--- config.mk ---
export PLATFORM = sky130hd
export DESIGN_NAME = pecg_top
export DESIGN_NICKNAME = d
export VERILOG_FILES = /design/src/hdl/pecg_pkg.sv /design/src/hdl/pecg_clk_gate.sv /design/src/hdl/pecg_rst_hold.sv /design/src/hdl/pecg_top.sv
export SDC_FILE = /design/constraint.sdc
export NUM_CORES = 1
export LEC_CHECK = 0
export BUFFER_PORTS_ARGS = -buffer_cell sky130_fd_sc_hd__buf_2
export CAP_MARGIN = 15
export CORE_MARGIN = 5
export CORE_UTILIZATION = 35
export DETAILED_ROUTE_END_ITERATION = 10
export SLEW_MARGIN = 20
export SYNTH_ARGS = -nofsm -noshare
export SYNTH_HDL_FRONTEND = slang
export SYNTH_SLANG_ARGS = --single-unit
--- constraint.sdc ---
create_clock -name core_clk_i -period 2.8 [get_ports core_clk_i]
set_input_delay 0.14 -clock core_clk_i [delete_from_list [all_inputs] [get_ports core_clk_i]]
set_output_delay 0.14 -clock core_clk_i [all_outputs]
set_load 0.03 [all_outputs]
--- src/hdl/pecg_pkg.sv ---
// package: register map, field positions and reset values of the enables
`default_nettype none
package pecg_pkg;
	// register byte addresses on the system bus
	localparam logic [31:0] PECG_FN_ONE_ADDR   = 32'h40000028;
	localparam logic [31:0] PECG_FN_TWO_ADDR   = 32'h4000002C;
	localparam logic [31:0] PECG_CLK_ONE_ADDR  = 32'h40000030;
	// first register group: timers, io ports, dma
	localparam int PECG_TMR_NINE_BIT   = 25;
	localparam int PECG_TMR_EIGHT_BIT  = 24;
	localparam int PECG_TMR_LOW_MSB    = 19;
	localparam int PECG_TMR_LOW_LSB    = 16;
	localparam int PECG_PORT_D_BIT     = 11;
	localparam int PECG_PORT_A_BIT     = 8;
	localparam int PECG_DMA_BIT        = 4;
	localparam int PECG_RSVD_MSB       = 3;
	// second register group: analog, converters, pwm, serial
	localparam int PECG_AFE_BIT        = 23;
	localparam int PECG_CONV_MSB       = 22;
	localparam int PECG_CONV_LSB       = 20;
	localparam int PECG_MPWM_ONE_BIT   = 17;
	localparam int PECG_MPWM_ZERO_BIT  = 16;
	localparam int PECG_UART_MSB       = 11;
	localparam int PECG_UART_LSB       = 8;
	localparam int PECG_I2C_ONE_BIT    = 5;
	localparam int PECG_I2C_ZERO_BIT   = 4;
	localparam int PECG_SPI_ONE_BIT    = 1;
	localparam int PECG_SPI_ZERO_BIT   = 0;
	// value after reset: every implemented enable set
	localparam logic [31:0] PECG_RST_ALL_ON  = 32'hFFFFFFFF;
	// axi response codes
	localparam logic [1:0]  PECG_RESP_OKAY   = 2'h0;
	localparam logic [1:0]  PECG_RESP_SLVERR = 2'h2;
endpackage
`default_nettype wire

--- src/hdl/pecg_clk_gate.sv ---
// glitch-free clock gate for one peripheral clock
`default_nettype none
module pecg_clk_gate (
	// source clock
	input  wire logic clk_i,
	// enable from the clock-gate register, core clock domain
	input  wire logic en_i,
	// gated clock to the peripheral
	output logic      gclk_o
);
	logic en_low;  // enable held across the high phase

	// enable is taken only on the falling edge, so it changes while
	// the source clock is low and no pulse is ever cut short
	always_ff @(negedge clk_i) begin
		en_low <= en_i;
	end

	// and-gate: clock passes only while the low-phase enable is set
	assign gclk_o = clk_i & en_low;
endmodule
`default_nettype wire

--- src/hdl/pecg_rst_hold.sv ---
// per-peripheral reset outputs driven from the function enables
`default_nettype none
module pecg_rst_hold #(
	parameter int WIDTH = 32  // peripherals in the group
) (
	// clock and reset
	input  wire logic             core_clk_i,
	input  wire logic             rstn_i,
	// function enables, one bit per peripheral
	input  wire logic [WIDTH-1:0] fn_en_i,
	// active-low peripheral resets
	output logic      [WIDTH-1:0] periph_rst_n_o
);
	// one reset flop per peripheral
	genvar gi;
	generate
		for (gi = 0; gi < WIDTH; gi++) begin : g_bit
			// held in reset during system reset and while enable is clear
			always_ff @(posedge core_clk_i) begin
				if (!rstn_i) begin
					periph_rst_n_o[gi] <= 1'b0;
				end else begin
					periph_rst_n_o[gi] <= fn_en_i[gi];
				end
			end
		end
	endgenerate
endmodule
`default_nettype wire

--- src/hdl/pecg_top.sv ---
// peripheral function-enable and clock-gate control with axi4-lite slave
//
// Summary of operation
// - writing one to function bit releases peripheral
// - peripheral held in reset until enabled
// - all peripherals enabled after reset
// - writing zero disables and resets peripheral
// - timer enables at bits 25,24,19..16
// - io port enables at bits 11..8
// - dma at bit 4, bits 3..0 reserved
// - analog front end 23, converters 22..20
// - motor pwm enables at bits 17, 16
// - uart enables at bits 11..8
// - i2c at 5,4; spi at 1,0
// - second function register implements bits 23..0 only
// - writing one to clock bit starts clock
// - writing zero to clock bit stops clock
// - clock register uses first register's layout
`default_nettype none
module pecg_top
	import pecg_pkg::*;
(
	// clock and synchronous reset
	input  wire logic        core_clk_i,
	input  wire logic        rstn_i,
	// axi4-lite write address channel
	input  wire logic [31:0] s_axi_awaddr_i,
	input  wire logic        s_axi_awvalid_i,
	output logic             s_axi_awready_o,
	// axi4-lite write data channel
	input  wire logic [31:0] s_axi_wdata_i,
	input  wire logic [3:0]  s_axi_wstrb_i,
	input  wire logic        s_axi_wvalid_i,
	output logic             s_axi_wready_o,
	// axi4-lite write response channel
	output logic [1:0]       s_axi_bresp_o,
	output logic             s_axi_bvalid_o,
	input  wire logic        s_axi_bready_i,
	// axi4-lite read address channel
	input  wire logic [31:0] s_axi_araddr_i,
	input  wire logic        s_axi_arvalid_i,
	output logic             s_axi_arready_o,
	// axi4-lite read data channel
	output logic [31:0]      s_axi_rdata_o,
	output logic [1:0]       s_axi_rresp_o,
	output logic             s_axi_rvalid_o,
	input  wire logic        s_axi_rready_i,
	// active-low peripheral resets, bit-aligned with the registers
	output logic [31:0]      fn_one_rst_n_o,
	output logic [31:0]      fn_two_rst_n_o,
	// gated peripheral clocks, bit-aligned with the clock register
	output logic [31:0]      gated_clk_one_o
);
	import pecg_pkg::*;

	// the enable registers sit on the system bus; each peripheral sees
	// its function enable as an active-low reset one edge later, and
	// its clock enable as a gated copy of the core clock from the next
	// falling edge on

	// implemented-bit masks, built from the field positions
	logic [31:0] mask_one;   // timers, io ports, dma
	logic [31:0] mask_two;   // analog, converters, pwm, serial

	// first group layout, shared by function and clock registers
	always_comb begin
		mask_one = 32'h00000000;
		mask_one[PECG_TMR_NINE_BIT]                   = 1'b1;
		mask_one[PECG_TMR_EIGHT_BIT]                  = 1'b1;
		mask_one[PECG_TMR_LOW_MSB:PECG_TMR_LOW_LSB]   = 4'hF;
		mask_one[PECG_PORT_D_BIT:PECG_PORT_A_BIT]     = 4'hF;
		mask_one[PECG_DMA_BIT]                        = 1'b1;
		mask_one[PECG_RSVD_MSB:0]                     = 4'h0;
	end

	// second group layout
	always_comb begin
		mask_two = 32'h00000000;
		mask_two[PECG_AFE_BIT]                        = 1'b1;
		mask_two[PECG_CONV_MSB:PECG_CONV_LSB]         = 3'h7;
		mask_two[PECG_MPWM_ONE_BIT]                   = 1'b1;
		mask_two[PECG_MPWM_ZERO_BIT]                  = 1'b1;
		mask_two[PECG_UART_MSB:PECG_UART_LSB]         = 4'hF;
		mask_two[PECG_I2C_ONE_BIT]                    = 1'b1;
		mask_two[PECG_I2C_ZERO_BIT]                   = 1'b1;
		mask_two[PECG_SPI_ONE_BIT]                    = 1'b1;
		mask_two[PECG_SPI_ZERO_BIT]                   = 1'b1;
	end

	// software-visible enable registers
	logic [31:0] peripheral_function_enable_one;  // function enables 1
	logic [31:0] peripheral_function_enable_two;  // function enables 2
	logic [31:0] peripheral_clock_gate_one;       // clock enables 1

	// write channel holding state
	logic        aw_full;    // write address taken, not yet used
	logic        w_full;     // write data taken, not yet used
	logic [31:0] aw_addr;    // held write address
	logic [31:0] w_data;     // held write data
	logic [3:0]  w_strb;     // held byte strobes

	// handshakes on each channel
	wire aw_take = s_axi_awvalid_i & s_axi_awready_o;
	wire w_take  = s_axi_wvalid_i & s_axi_wready_o;
	wire ar_take = s_axi_arvalid_i & s_axi_arready_o;

	// address and data may arrive in either order; each is parked in
	// its own holding slot and the write waits for the later of the two
	// write commits once both address and data are held
	wire do_write = aw_full & w_full;

	// write address decode
	wire wsel_fn_one  = (aw_addr == PECG_FN_ONE_ADDR);
	wire wsel_fn_two  = (aw_addr == PECG_FN_TWO_ADDR);
	wire wsel_clk_one = (aw_addr == PECG_CLK_ONE_ADDR);
	wire wsel_hit     = wsel_fn_one | wsel_fn_two | wsel_clk_one;

	// byte strobes widened to a bit mask
	wire [31:0] strb_bits = {{8{w_strb[3]}}, {8{w_strb[2]}},
		{8{w_strb[1]}}, {8{w_strb[0]}}};

	// bits each write may change: strobed and implemented only
	wire [31:0] wr_mask_one = strb_bits & mask_one;
	wire [31:0] wr_mask_two = strb_bits & mask_two;

	// a clear bit in a strobed lane drops the enable at once, which
	// puts the peripheral back into reset at the next edge
	// merged values: ones set enables, zeros clear them
	wire [31:0] merged_fn_one = (peripheral_function_enable_one
		& ~wr_mask_one) | (w_data & wr_mask_one);
	wire [31:0] merged_fn_two = (peripheral_function_enable_two
		& ~wr_mask_two) | (w_data & wr_mask_two);
	wire [31:0] merged_clk_one = (peripheral_clock_gate_one
		& ~wr_mask_one) | (w_data & wr_mask_one);

	// next state of the write path
	wire next_aw_full = (aw_full & ~do_write) | aw_take;
	wire next_w_full  = (w_full & ~do_write) | w_take;
	wire next_bvalid  = (s_axi_bvalid_o & ~s_axi_bready_i) | do_write;

	// read address decode
	wire rsel_fn_one  = (s_axi_araddr_i == PECG_FN_ONE_ADDR);
	wire rsel_fn_two  = (s_axi_araddr_i == PECG_FN_TWO_ADDR);
	wire rsel_clk_one = (s_axi_araddr_i == PECG_CLK_ONE_ADDR);
	wire rsel_hit     = rsel_fn_one | rsel_fn_two | rsel_clk_one;

	// the read address is decoded straight from the bus; the answer is
	// loaded only on the taking edge, so a later change of the address
	// while read valid stands cannot disturb the data
	// read data select; registers hold only implemented bits
	wire [31:0] rd_value =
		({32{rsel_fn_one}}  & peripheral_function_enable_one) |
		({32{rsel_fn_two}}  & peripheral_function_enable_two) |
		({32{rsel_clk_one}} & peripheral_clock_gate_one);

	// next state of the read path
	wire next_rvalid = (s_axi_rvalid_o & ~s_axi_rready_i) | ar_take;

	// write address and data capture, either order
	always_ff @(posedge core_clk_i) begin
		if (!rstn_i) begin
			aw_full <= 1'b0;
			w_full  <= 1'b0;
		end else begin
			aw_full <= next_aw_full;
			w_full  <= next_w_full;
		end
	end

	// strobes are kept with the data so a partial write merges later
	// payload holding, no reset needed behind the full flags
	always_ff @(posedge core_clk_i) begin
		if (aw_take) begin
			aw_addr <= s_axi_awaddr_i;
		end
		if (w_take) begin
			w_data <= s_axi_wdata_i;
			w_strb <= s_axi_wstrb_i;
		end
	end

	// ready flags: free slot and no response still pending
	always_ff @(posedge core_clk_i) begin
		if (!rstn_i) begin
			s_axi_awready_o <= 1'b0;
			s_axi_wready_o  <= 1'b0;
		end else begin
			s_axi_awready_o <= ~next_aw_full & ~next_bvalid;
			s_axi_wready_o  <= ~next_w_full & ~next_bvalid;
		end
	end

	// an unmapped write is still answered so the master never hangs
	// write response; unmapped address answers slave error
	always_ff @(posedge core_clk_i) begin
		if (!rstn_i) begin
			s_axi_bvalid_o <= 1'b0;
			s_axi_bresp_o  <= PECG_RESP_OKAY;
		end else begin
			s_axi_bvalid_o <= next_bvalid;
			if (do_write) begin
				s_axi_bresp_o <= wsel_hit ? PECG_RESP_OKAY
					: PECG_RESP_SLVERR;
			end
		end
	end

	// enable registers: all implemented bits on after reset
	always_ff @(posedge core_clk_i) begin
		if (!rstn_i) begin
			peripheral_function_enable_one <= PECG_RST_ALL_ON
				& mask_one;
			peripheral_function_enable_two <= PECG_RST_ALL_ON
				& mask_two;
			peripheral_clock_gate_one      <= PECG_RST_ALL_ON
				& mask_one;
		end else if (do_write) begin
			// only the addressed register takes the write
			if (wsel_fn_one) begin
				peripheral_function_enable_one <= merged_fn_one;
			end
			if (wsel_fn_two) begin
				peripheral_function_enable_two <= merged_fn_two;
			end
			if (wsel_clk_one) begin
				peripheral_clock_gate_one <= merged_clk_one;
			end
		end
	end

	// read address ready: one read under way at a time
	always_ff @(posedge core_clk_i) begin
		if (!rstn_i) begin
			s_axi_arready_o <= 1'b0;
		end else begin
			s_axi_arready_o <= ~next_rvalid;
		end
	end

	// read data and response, loaded when the address is taken
	always_ff @(posedge core_clk_i) begin
		if (!rstn_i) begin
			s_axi_rvalid_o <= 1'b0;
			s_axi_rdata_o  <= 32'h00000000;
			s_axi_rresp_o  <= PECG_RESP_OKAY;
		end else begin
			s_axi_rvalid_o <= next_rvalid;
			if (ar_take) begin
				// unmapped reads return zero with slave error
				s_axi_rdata_o <= rd_value;
				s_axi_rresp_o <= rsel_hit ? PECG_RESP_OKAY
					: PECG_RESP_SLVERR;
			end
		end
	end

	// each peripheral reset comes straight from a flop, so no decode
	// glitch of the bus logic can reach a peripheral as a reset pulse
	// resets for the first group follow the function enables
	pecg_rst_hold #(
		.WIDTH          (32)
	) u_rst_one (
		.core_clk_i     (core_clk_i),
		.rstn_i         (rstn_i),
		.fn_en_i        (peripheral_function_enable_one),
		.periph_rst_n_o (fn_one_rst_n_o)
	);

	// resets for the second group follow the function enables
	pecg_rst_hold #(
		.WIDTH          (32)
	) u_rst_two (
		.core_clk_i     (core_clk_i),
		.rstn_i         (rstn_i),
		.fn_en_i        (peripheral_function_enable_two),
		.periph_rst_n_o (fn_two_rst_n_o)
	);

	// the gate flop samples on the falling edge, so a write that lands
	// at a rising edge shows up as whole pulses from the next high phase
	// one glitch-free gate per clock-enable bit; reserved and
	// unimplemented bits hold a zero enable, so their clock stays low
	genvar gi;
	generate
		for (gi = 0; gi < 32; gi++) begin : g_gate
			pecg_clk_gate u_gate (
				.clk_i  (core_clk_i),
				.en_i   (peripheral_clock_gate_one[gi]),
				.gclk_o (gated_clk_one_o[gi])
			);
		end
	endgenerate

	// software must open a peripheral's clock before use; the block
	// does not tie the reset release to the clock enable
	// a peripheral whose clock is stopped keeps its state; clearing its
	// function enable as well is what returns it to a known state
endmodule
`default_nettype wire

==> results of run 1 <==
## area by class of cell
class                           count  area, µm²  area share
Antenna cell                        1      2.502   0.0002975
Clock inverter                     24      195.2     0.02321
Clock buffer                       39      701.9     0.08346
Timing Repair Buffer              209       1354      0.1610
Sequential cell                   153       3606      0.4287
Multi-Input combinational cell    360       2246      0.2670
Tap cell                          229      286.5     0.03407
Inverter                            5      18.77    0.002231
## power breakdown
part | internal [mW] | switching [mW]
combinational | 0.174 | 0.340
sequential | 2.38 | 0.0290
clock | 2.06 | 1.56
## worst max-delay path: cells and delay by family, from the launching register on
| kind | cells | cell delay [ns] |
|---|---|---|
| and+or+nand+nor | 1 | 0.11 |
| DFF | 1 | 0.30 |
| buffers and inverters | 1 | 0.19 |
## through the flow
stage               cells  hold slack (ns)  instance area, µm²
floorplan             635           0.2389                6660
global placement      912           0.3162                7007
detailed placement    912           0.3181                7007
CTS                  1019           0.1008                8406
global route         1020           0.1372                8411
finish               1020           0.1241                8411
## placed cells by master, fill, tap and decap left out, types with 5 or more instances in the layout
| cell | n |
|---|---|
| dfxtp_1 | 97 |
| conb_1 | 76 |
| and3_1 | 10 |
| nor4_1 | 10 |
| buf_4 | 11 |
| clkbuf_16 | 25 |
| dlygate4sd3_1 | 56 |
| nor2b_1 | 51 |
| o21ai_0 | 15 |
| buf_2 | 153 |
| nand2_1 | 15 |
| and2_1 | 40 |
| nand3_1 | 13 |
| inv_6 | 5 |
| nor3_1 | 5 |
| a21boi_0 | 7 |
| edfxtp_1 | 54 |
| inv_1 | 16 |
| mux2i_1 | 30 |
| a21oi_1 | 8 |
| nand4_1 | 20 |
| a31oi_1 | 15 |
| mux2_2 | 7 |
## cell families after synthesis
| kind of cell | after synthesis | synth area share |
|---|---|---|
| AND/OR/NAND/NOR | 191 | 0.1928 |
| flip-flops | 153 | 0.5649 |
| buffers and inverters | 122 | 0.1271 |
| AO/OA/AOI/OAI | 56 | 0.05512 |
| multiplexers | 37 | 0.05944 |
| other | 1 | 0.0005879 |
## repair_timing
item	in CTS	in global routing
hold buffers	56	0
endpoints found under the hold margin	57	0
endpoints found under the setup margin	0	4
resized for setup	0	2
## worst min-delay path by stage
stage / slack [ns] / startpoint / cells past startpoint / to
after floorplan: 0.24 / s_axi_awaddr_i[0] / 0 / aw_addr[0]
after global placement: 0.32 / s_axi_awaddr_i[15] / 1 / aw_addr[15]
after detailed placement: 0.32 / s_axi_awaddr_i[25] / 1 / aw_addr[25]
after CTS: 0.10 / s_axi_araddr_i[3] / 5 / s_axi_rdata_o[11]
after global routing: 0.14 / s_axi_araddr_i[3] / 5 / s_axi_rdata_o[8]
final: 0.12 / s_axi_araddr_i[3] / 5 / s_axi_rdata_o[10]
## layer usage
layer | GRT usage | share of wire | vias to the layer above
li1 | - | - | 2243
met1 | 0.1738 | 0.42 | 2055
met2 | 0.2341 | 0.47 | 198
met3 | 0.06954 | 0.092 | 23
met4 | 0.06309 | 0.018 | 0
met5 | 0 | 0 | -
==> run summary, run 1 <==
Status = finished, final reports clean
CP startpoint = g_gate[18].u_gate.en_low
Post-DR wirelength/cell = 14.86 µm
Hold Vio Cnt, Final = 0
GRT Util Overall = 0.1484
Relative slew slack = 0.5095
Die area = 21030 µm²
Core Area = 17960 µm²
Crit path cell chain = and2_1 > buf_2
Clock Latency Late Sink = 0.58 ns
Largest net degree at the start of global routing = 53
Pins over their slew limit = 0
Crit path launch type = flip-flop
Initial antenna violation count = 1
Synthesized area = 6379 µm²
Final Wtd Congestion = 0.7562
Power Total = 6.550 mW
VDD IR max = 954.0 µV
Crit end category = primary output
Worst Slack Setup Final = 0.07245 ns
Max Clock Skew = 0.05473 ns
CP endpoint = gated_clk_one_o[18]
Crit-path max cell delay = 0.30 ns
Yosys warning total = 0
Sum Neg Setup Slack = 0 ns
Buffers on Ports = 153
Dpl hpwl = 10610 µm
Layout fillers = 1668
Antenna viol nets, final = 0
Yosys reg bits = 153
Clock transition at the registers of the reported paths = 0.06 ns
Site Rows = 49
Initial Util = 0.3551
Yosys top cell area share = 0.3107
Die width = 145 µm
Final setup violation count = 0
IO Pins = 244
WP data required = 2.66 ns
Via-to-Cell Ratio = 4.430
Post-synthesis async set-or-reset flop share = 0
DR pass1 iterations = 4
Primary FF master, synth = dfxtp_1
Syn Inst Count = 560
Grt ovf = 0
Most area-hungry cell type in the Yosys netlist = dfxtp_1
Crit Path Max Fanout = 1
DRC viols = 0
Tightest Pin Transition = 0.7357 ns
Final #Nets = 882
Crit path DAT = 2.59 ns
Synthesized area per cell = 11.39 µm²
Final Core Density = 0.4682
Post-synth top cells = 99 x dfxtp_1, 87 x buf_4, 54 x edfxtp_1, 51 x nor2b_1, 40 x and2_1
Total of max-cap violations = 0
Reg-to-reg slack, setup = 0.67 ns
P_leak = 3.593 nW
Routed vias = 4519
Number of post-CTS setup repair buffers = 0
TritonCTS clock tree = done
Vias in the first global route = 4732
DR iter-0 viols = 177
Final WL = 15160 µm
Area contributors post-synth = dfxtp_1 31%, edfxtp_1 25%, buf_4 10%
RSZ-0062 raised after global routing = no
RR Startpoint = aw_addr[21]
R2R cell count = 4
Sequential element share of the synthesized area = 0.5649
Count leader, synth = dfxtp_1
EDFF count, synth = 54
Area Growth Syn to Fin = 31.86%
CP max stage cell = dfxtp_1
Setup Crit Path Kind = flip-flop to primary output
Hold WC Path Type = primary input to flip-flop
DP Worst Slack = 0.6614 ns
First-pass GRT wire length = 24960 µm
Pwr dens = 778.8 nW/µm²
Die Ht = 145 µm
Netlist cell types = 43
Share of layout cells above drive strength 1 = 0.2810
Power figures use the tool's default switching activity.
==> run 2: changes to the inputs <==
==> constraint.sdc (replaced) <==
create_clock -name core_clk_i -period 2.3 [get_ports core_clk_i]
set_input_delay 0.115 -clock core_clk_i [delete_from_list [all_inputs] [get_ports core_clk_i]]
set_output_delay 0.115 -clock core_clk_i [all_outputs]
set_load 0.03 [all_outputs]
==> run 2 against run 1 <==
  * The run now ends with setup timing left
  * Hold slack lost 0.055 ns
  * Critical path depth unchanged
  * Setup slack worse by 0.18 ns
  * Non-clock buffer count rose by 5
  * First-iteration DRC count down 15%
  * Sequential cell count unchanged
  * Critical path type unchanged
==> run summary, run 2 (synthesis gave the netlist of run 1 again) <==
Final #Nets = 887
Area Growth Syn to Fin = 33.31%
Final WL = 15090 µm
CP endpoint = gated_clk_one_o[8]
Post-DR wirelength/cell = 14.72 µm
Commonest non-fill, non-tap cells in the layout = 142 x buf_2, 90 x dfxtp_1, 76 x conb_1, 56 x dlygate4sd3_1, 54 x edfxtp_1
DP Worst Slack = 0.3033 ns
Violated checks = setup timing
Hold slack = 0.06917 ns
Cell area after layout = 8503 µm²
First-pass GRT wire length = 24510 µm
Crit path cell chain = and2_4 > buf_6
Placed cell area = 7057 µm²
Max layer used = met4
Total of max-cap violations = 0
Site Rows = 49
Initial antenna violation count = 1
Hold Vio Cnt, Final = 0
Setup Crit Path Kind = flip-flop to primary output
Worst Slack Setup Final = -0.1032 ns
Crit path launch type = flip-flop
Multi-input gate area = 2273 µm²
Crit end category = primary output
WP data required = 2.18 ns
DR iter-0 viols = 151
Die area = 21030 µm²
Register Area = 3615 µm²
VDD IR max = 1229 µV
R2R cell count = 4
P_leak = 3.654 nW
Crit path DAT = 2.29 ns
Pins over their slew limit = 0
GRT Util Overall = 0.1448
Layout fillers = 1685
Largest net degree at the start of global routing = 43
Initial Util = 0.3551
Routed met3 length = 1348 µm
Status = finished, violations left
Met2 WL = 7103 µm
Clock Latency Late Sink = 0.58 ns
Crit path depth = 2
Pwr dens = 957.2 nW/µm²
Sum Neg Setup Slack = -1.036 ns
Crit-path max cell delay = 0.30 ns
RSZ-0062 raised after global routing = yes
CP max stage cell = dfxtp_2
Max Clock Skew = 0.05666 ns
Crit Path Max Fanout = 1
Final Wtd Congestion = 0.7538
M1 WL = 6402 µm
RR Startpoint = aw_addr[21]
Vias in the first global route = 4746
Via-to-Cell Ratio = 4.410
Commonest non-fill, non-tap cell in the layout = buf_2
TritonCTS clock tree = done
DRC viols = 0
Reg-to-reg slack, setup = 0.30 ns
Tightest Pin Transition = 0.6127 ns
Die width = 145 µm
Core Area = 17960 µm²
Final Core Density = 0.4734
Final setup violation count = 22
Buffers on Ports = 153
Die Ht = 145 µm
Dpl hpwl = 10580 µm
CP startpoint = g_gate[8].u_gate.en_low
Grt ovf = 0
Number of post-CTS setup repair buffers = 0
IO Pins = 244
Relative slew slack = 0.5905
Routed vias = 4520
Hold WC Path Type = primary input to flip-flop
Share of layout cells above drive strength 1 = 0.3069
Worst Path Buf+Inv = 1
Antenna viol nets, final = 0
Top delay family on crit path = flip-flops
DR pass1 iterations = 4
Clock transition at the registers of the reported paths = 0.06 ns
[run 2: worst register-to-register path: stages (launching register included)]
cell      delay (ns)
edfxtp_1        0.36
nor4b_1         0.48
and4_1          0.45
nand4_1         0.38
mux2i_1         0.22
[run 2: report_power, final]
part / total (mW) / internal, mW / switching (mW)
clock: 4.57 / 2.67 / 1.90
sequential: 2.94 / 2.90 / 0.0335
combinational: 0.633 / 0.215 / 0.417
total: 8.14 / 5.79 / 2.35
[run 2: per-layer routing]
| layer | global-route usage | up-vias |
|---|---|---|
| met5 | 0 | - |
| met4 | 0.05885 | 0 |
| met3 | 0.07390 | 17 |
| met2 | 0.2276 | 185 |
| met1 | 0.1675 | 2063 |
| li1 | - | 2255 |
[run 2: per-stage QoR]
| step | std cells | power, mW |
|---|---|---|
| final | 1025 | 8.139 |
| after global routing | 1025 | 8.503 |
| after CTS | 1024 | 8.232 |
| after detailed placement | 917 | 4.300 |
| after global placement | 917 | 4.298 |
| after floorplan | 635 | 4.378 |
[run 2: cell type report]
type / count / share of cell area
Tap cell: 229 / 0.03370
Antenna cell: 1 / 0.0002943
Timing Repair Buffer: 214 / 0.1651
Inverter: 5 / 0.002207
Multi-Input combinational cell: 360 / 0.2674
Clock inverter: 24 / 0.01560
Clock buffer: 39 / 0.09064
Sequential cell: 153 / 0.4251
[run 2: repair_timing]
action                                  4_1_cts  5_1_grt
endpoints found under the hold margin        59        0
endpoints found under the setup margin       22       22
gates resized for setup                      34        8
hold buffers                                 56        0
pin swaps                                    10        0
[run 2: how the worst min path moves through the flow]
stage,from,end,slack (ns),depth (start not counted)
finish,rstn_i,flip-flop,0.07,2
global route,rstn_i,flip-flop,0.1,2
CTS,rstn_i,flip-flop,0.06,2
detailed placement,s_axi_awaddr_i[20],aw_addr[20],0.29,1
global placement,s_axi_awaddr_i[19],aw_addr[19],0.29,1
floorplan,s_axi_awaddr_i[0],aw_addr[0],0.21,0
==> run 3: changes to the inputs <==
--- a/config.mk
+++ b/config.mk
@@ -9,6 +9,7 @@
 export CAP_MARGIN = 15
 export CORE_MARGIN = 5
 export CORE_UTILIZATION = 35
+export CTS_BUF_LIST = sky130_fd_sc_hd__clkbuf_4 sky130_fd_sc_hd__clkbuf_8
 export DETAILED_ROUTE_END_ITERATION = 10
 export SLEW_MARGIN = 20
 export SYNTH_ARGS = -nofsm -noshare
==> constraint.sdc (replaced) <==
create_clock -name core_clk_i -period 2.4 [get_ports core_clk_i]
set_input_delay 0.12 -clock core_clk_i [delete_from_list [all_inputs] [get_ports core_clk_i]]
set_output_delay 0.12 -clock core_clk_i [all_outputs]
set_load 0.03 [all_outputs]
==> run 3 against run 2 <==
  * The flow still finishes with violations (setup timing)
  * Count of clock-buffer cells in the layout down 2
  * Sequential power down 4%
  * Via count up 0.15%
  * Largest power group unchanged
  * Global-route usage about the same
  * First-iteration DRC count down 22%
  * Largest cell class unchanged
  * Non-clock buffer count down 2
  * Critical endpoint is now gated_clk_one_o[16]
==> run summary, run 3 (synthesis gave the netlist of run 1 again) <==
RSZ-0062 raised after global routing = yes
Grt ovf = 0
Initial Util = 0.3551
CP max stage cell = dfxtp_2
Worst Path Buf+Inv = 1
Vias in the first global route = 4737
Clock transition at the registers of the reported paths = 0.10 ns
DRC viols = 0
Setup Crit Path Kind = flip-flop to primary output
Violated checks = setup timing
Final WL = 15180 µm
Hold Vio Cnt, Final = 0
Area Growth Syn to Fin = 29.33%
Worst Hold Depth = 2
Initial antenna violation count = 0
Final #Nets = 885
Number of post-CTS setup repair buffers = 0
Crit path cell chain = and2_4 > buf_6
Dpl hpwl = 10550 µm
Status = finished, violations left
Final Wtd Congestion = 0.7473
Routed vias = 4527
Largest net degree at the start of global routing = 43
Site Rows = 49
Final Core Density = 0.4592
Top delay family on crit path = flip-flops
Tightest Pin Transition = 0.7295 ns
R2R cell count = 4
Multi-input gate area = 2273 µm²
Layout fillers = 1708
WP data required = 2.28 ns
First-pass GRT wire length = 24470 µm
GRT Util Overall = 0.1451
Worst Slack Setup Final = -0.05439 ns
Die width = 145 µm
RR Startpoint = aw_addr[14]
Crit path DAT = 2.33 ns
Relative slew slack = 0.5137
Pins over their slew limit = 0
Die Ht = 145 µm
Antenna diode count = 0
Final setup violation count = 22
Clock Latency Late Sink = 0.57 ns
IO Pins = 244
Crit Path Max Fanout = 1
Total of max-cap violations = 0
Buffers on Ports = 153
Hold EP = s_axi_rdata_o[20]
TritonCTS clock tree = done
Crit path launch type = flip-flop
Hold Startpoint = rstn_i
Crit end category = primary output
Pwr dens = 845.4 nW/µm²
VDD IR max = 893.9 µV
Sum Neg Setup Slack = -0.4680 ns
DR iter-0 viols = 118
Hold WC Path Type = primary input to flip-flop
Max Clock Skew = 0.02787 ns
P_leak = 3.531 nW
Die area = 21030 µm²
Power Total = 6.974 mW
Antenna viol nets, final = 0
DP Worst Slack = 0.3865 ns
Core Area = 17960 µm²
Reg-to-reg slack, setup = 0.38 ns
DR pass1 iterations = 4
Finished Layout Cells = 1022
Placed cell count = 915
Share of layout cells above drive strength 1 = 0.3052
Commonest non-fill, non-tap cells in the layout = 142 x buf_2, 92 x dfxtp_1, 76 x conb_1, 56 x dlygate4sd3_1, 54 x edfxtp_1
Crit-path max cell delay = 0.30 ns
Post-DR wirelength/cell = 14.86 µm
Via-to-Cell Ratio = 4.430
Register Area = 3612 µm²
Commonest non-fill, non-tap cell in the layout = buf_2
run 3: cell types whose count changed in the layout (fill, tap and decap cells not counted), moves of 2 or more:
cell	delta
clkbuf_16	-25
buf_4	-2
dfxtp_2	-2
inv_2	-2
clkbuf_1	-2
clkbuf_8	+24
dfxtp_1	+2
run 3: timing repair:
action / in CTS / in global routing
setup endpoints to repair: 22 / 22
resized for setup: 36 / 4
pin swaps: 9 / 1
hold buffers: 56 / 0
hold endpoints to repair: 59 / 0
run 3: power by group:
part / leakage [nW] / switching [mW] / internal [mW] / total (mW)
sequential: 1.31 / 0.0327 / 2.78 / 2.81
combinational: 1.79 / 0.400 / 0.204 / 0.604
clock: 0.436 / 1.78 / 1.78 / 3.56
run 3: metal layers:
metal | up-vias | wire [µm] | track usage
li1 | 2249 | - | -
met1 | 2054 | 6259 | 0.1657
met2 | 199 | 7186 | 0.2292
met3 | 25 | 1448 | 0.07047
met4 | 0 | 289 | 0.06685
met5 | - | 0 | 0
run 3: worst max-delay path by stage:
stage | start | to | slack (ns) | depth (start not counted)
floorplan | g_gate[11].u_gate.en_low | gated_clk_one_o[11] | 0.52 | 2
global placement | aw_addr[14] | flip-flop | 0.40 | 4
detailed placement | aw_addr[14] | flip-flop | 0.39 | 4
CTS | g_gate[16].u_gate.en_low | gated_clk_one_o[16] | -0.1 | 2
global route | g_gate[16].u_gate.en_low | gated_clk_one_o[16] | -0.13 | 2
finish | g_gate[16].u_gate.en_low | gated_clk_one_o[16] | -0.05 | 2
run 3: metrics by stage:
stage / hold WS [ns] / area (µm²)
floorplan: 0.2189 / 6660
global placement: 0.2967 / 7042
detailed placement: 0.2981 / 7042
CTS: 0.006566 / 8244
global route: 0.01682 / 8249
finish: 0.03865 / 8249
run 3: area by class of cell:
cell class,instances,area share
flip-flops and latches,153,0.4379
multi-input cells,360,0.2756
repair buffers,212,0.1684
clock buffers,37,0.05764
well taps,229,0.03473
clock inverters,26,0.02351
inverters,5,0.002275
run 3: worst reg2reg max path, delay by kind of cell (launching register included):
family           cells  cell delay [ns]
flip-flops           1             0.38
AND/OR/NAND/NOR      3             1.30
multiplexers         1             0.21
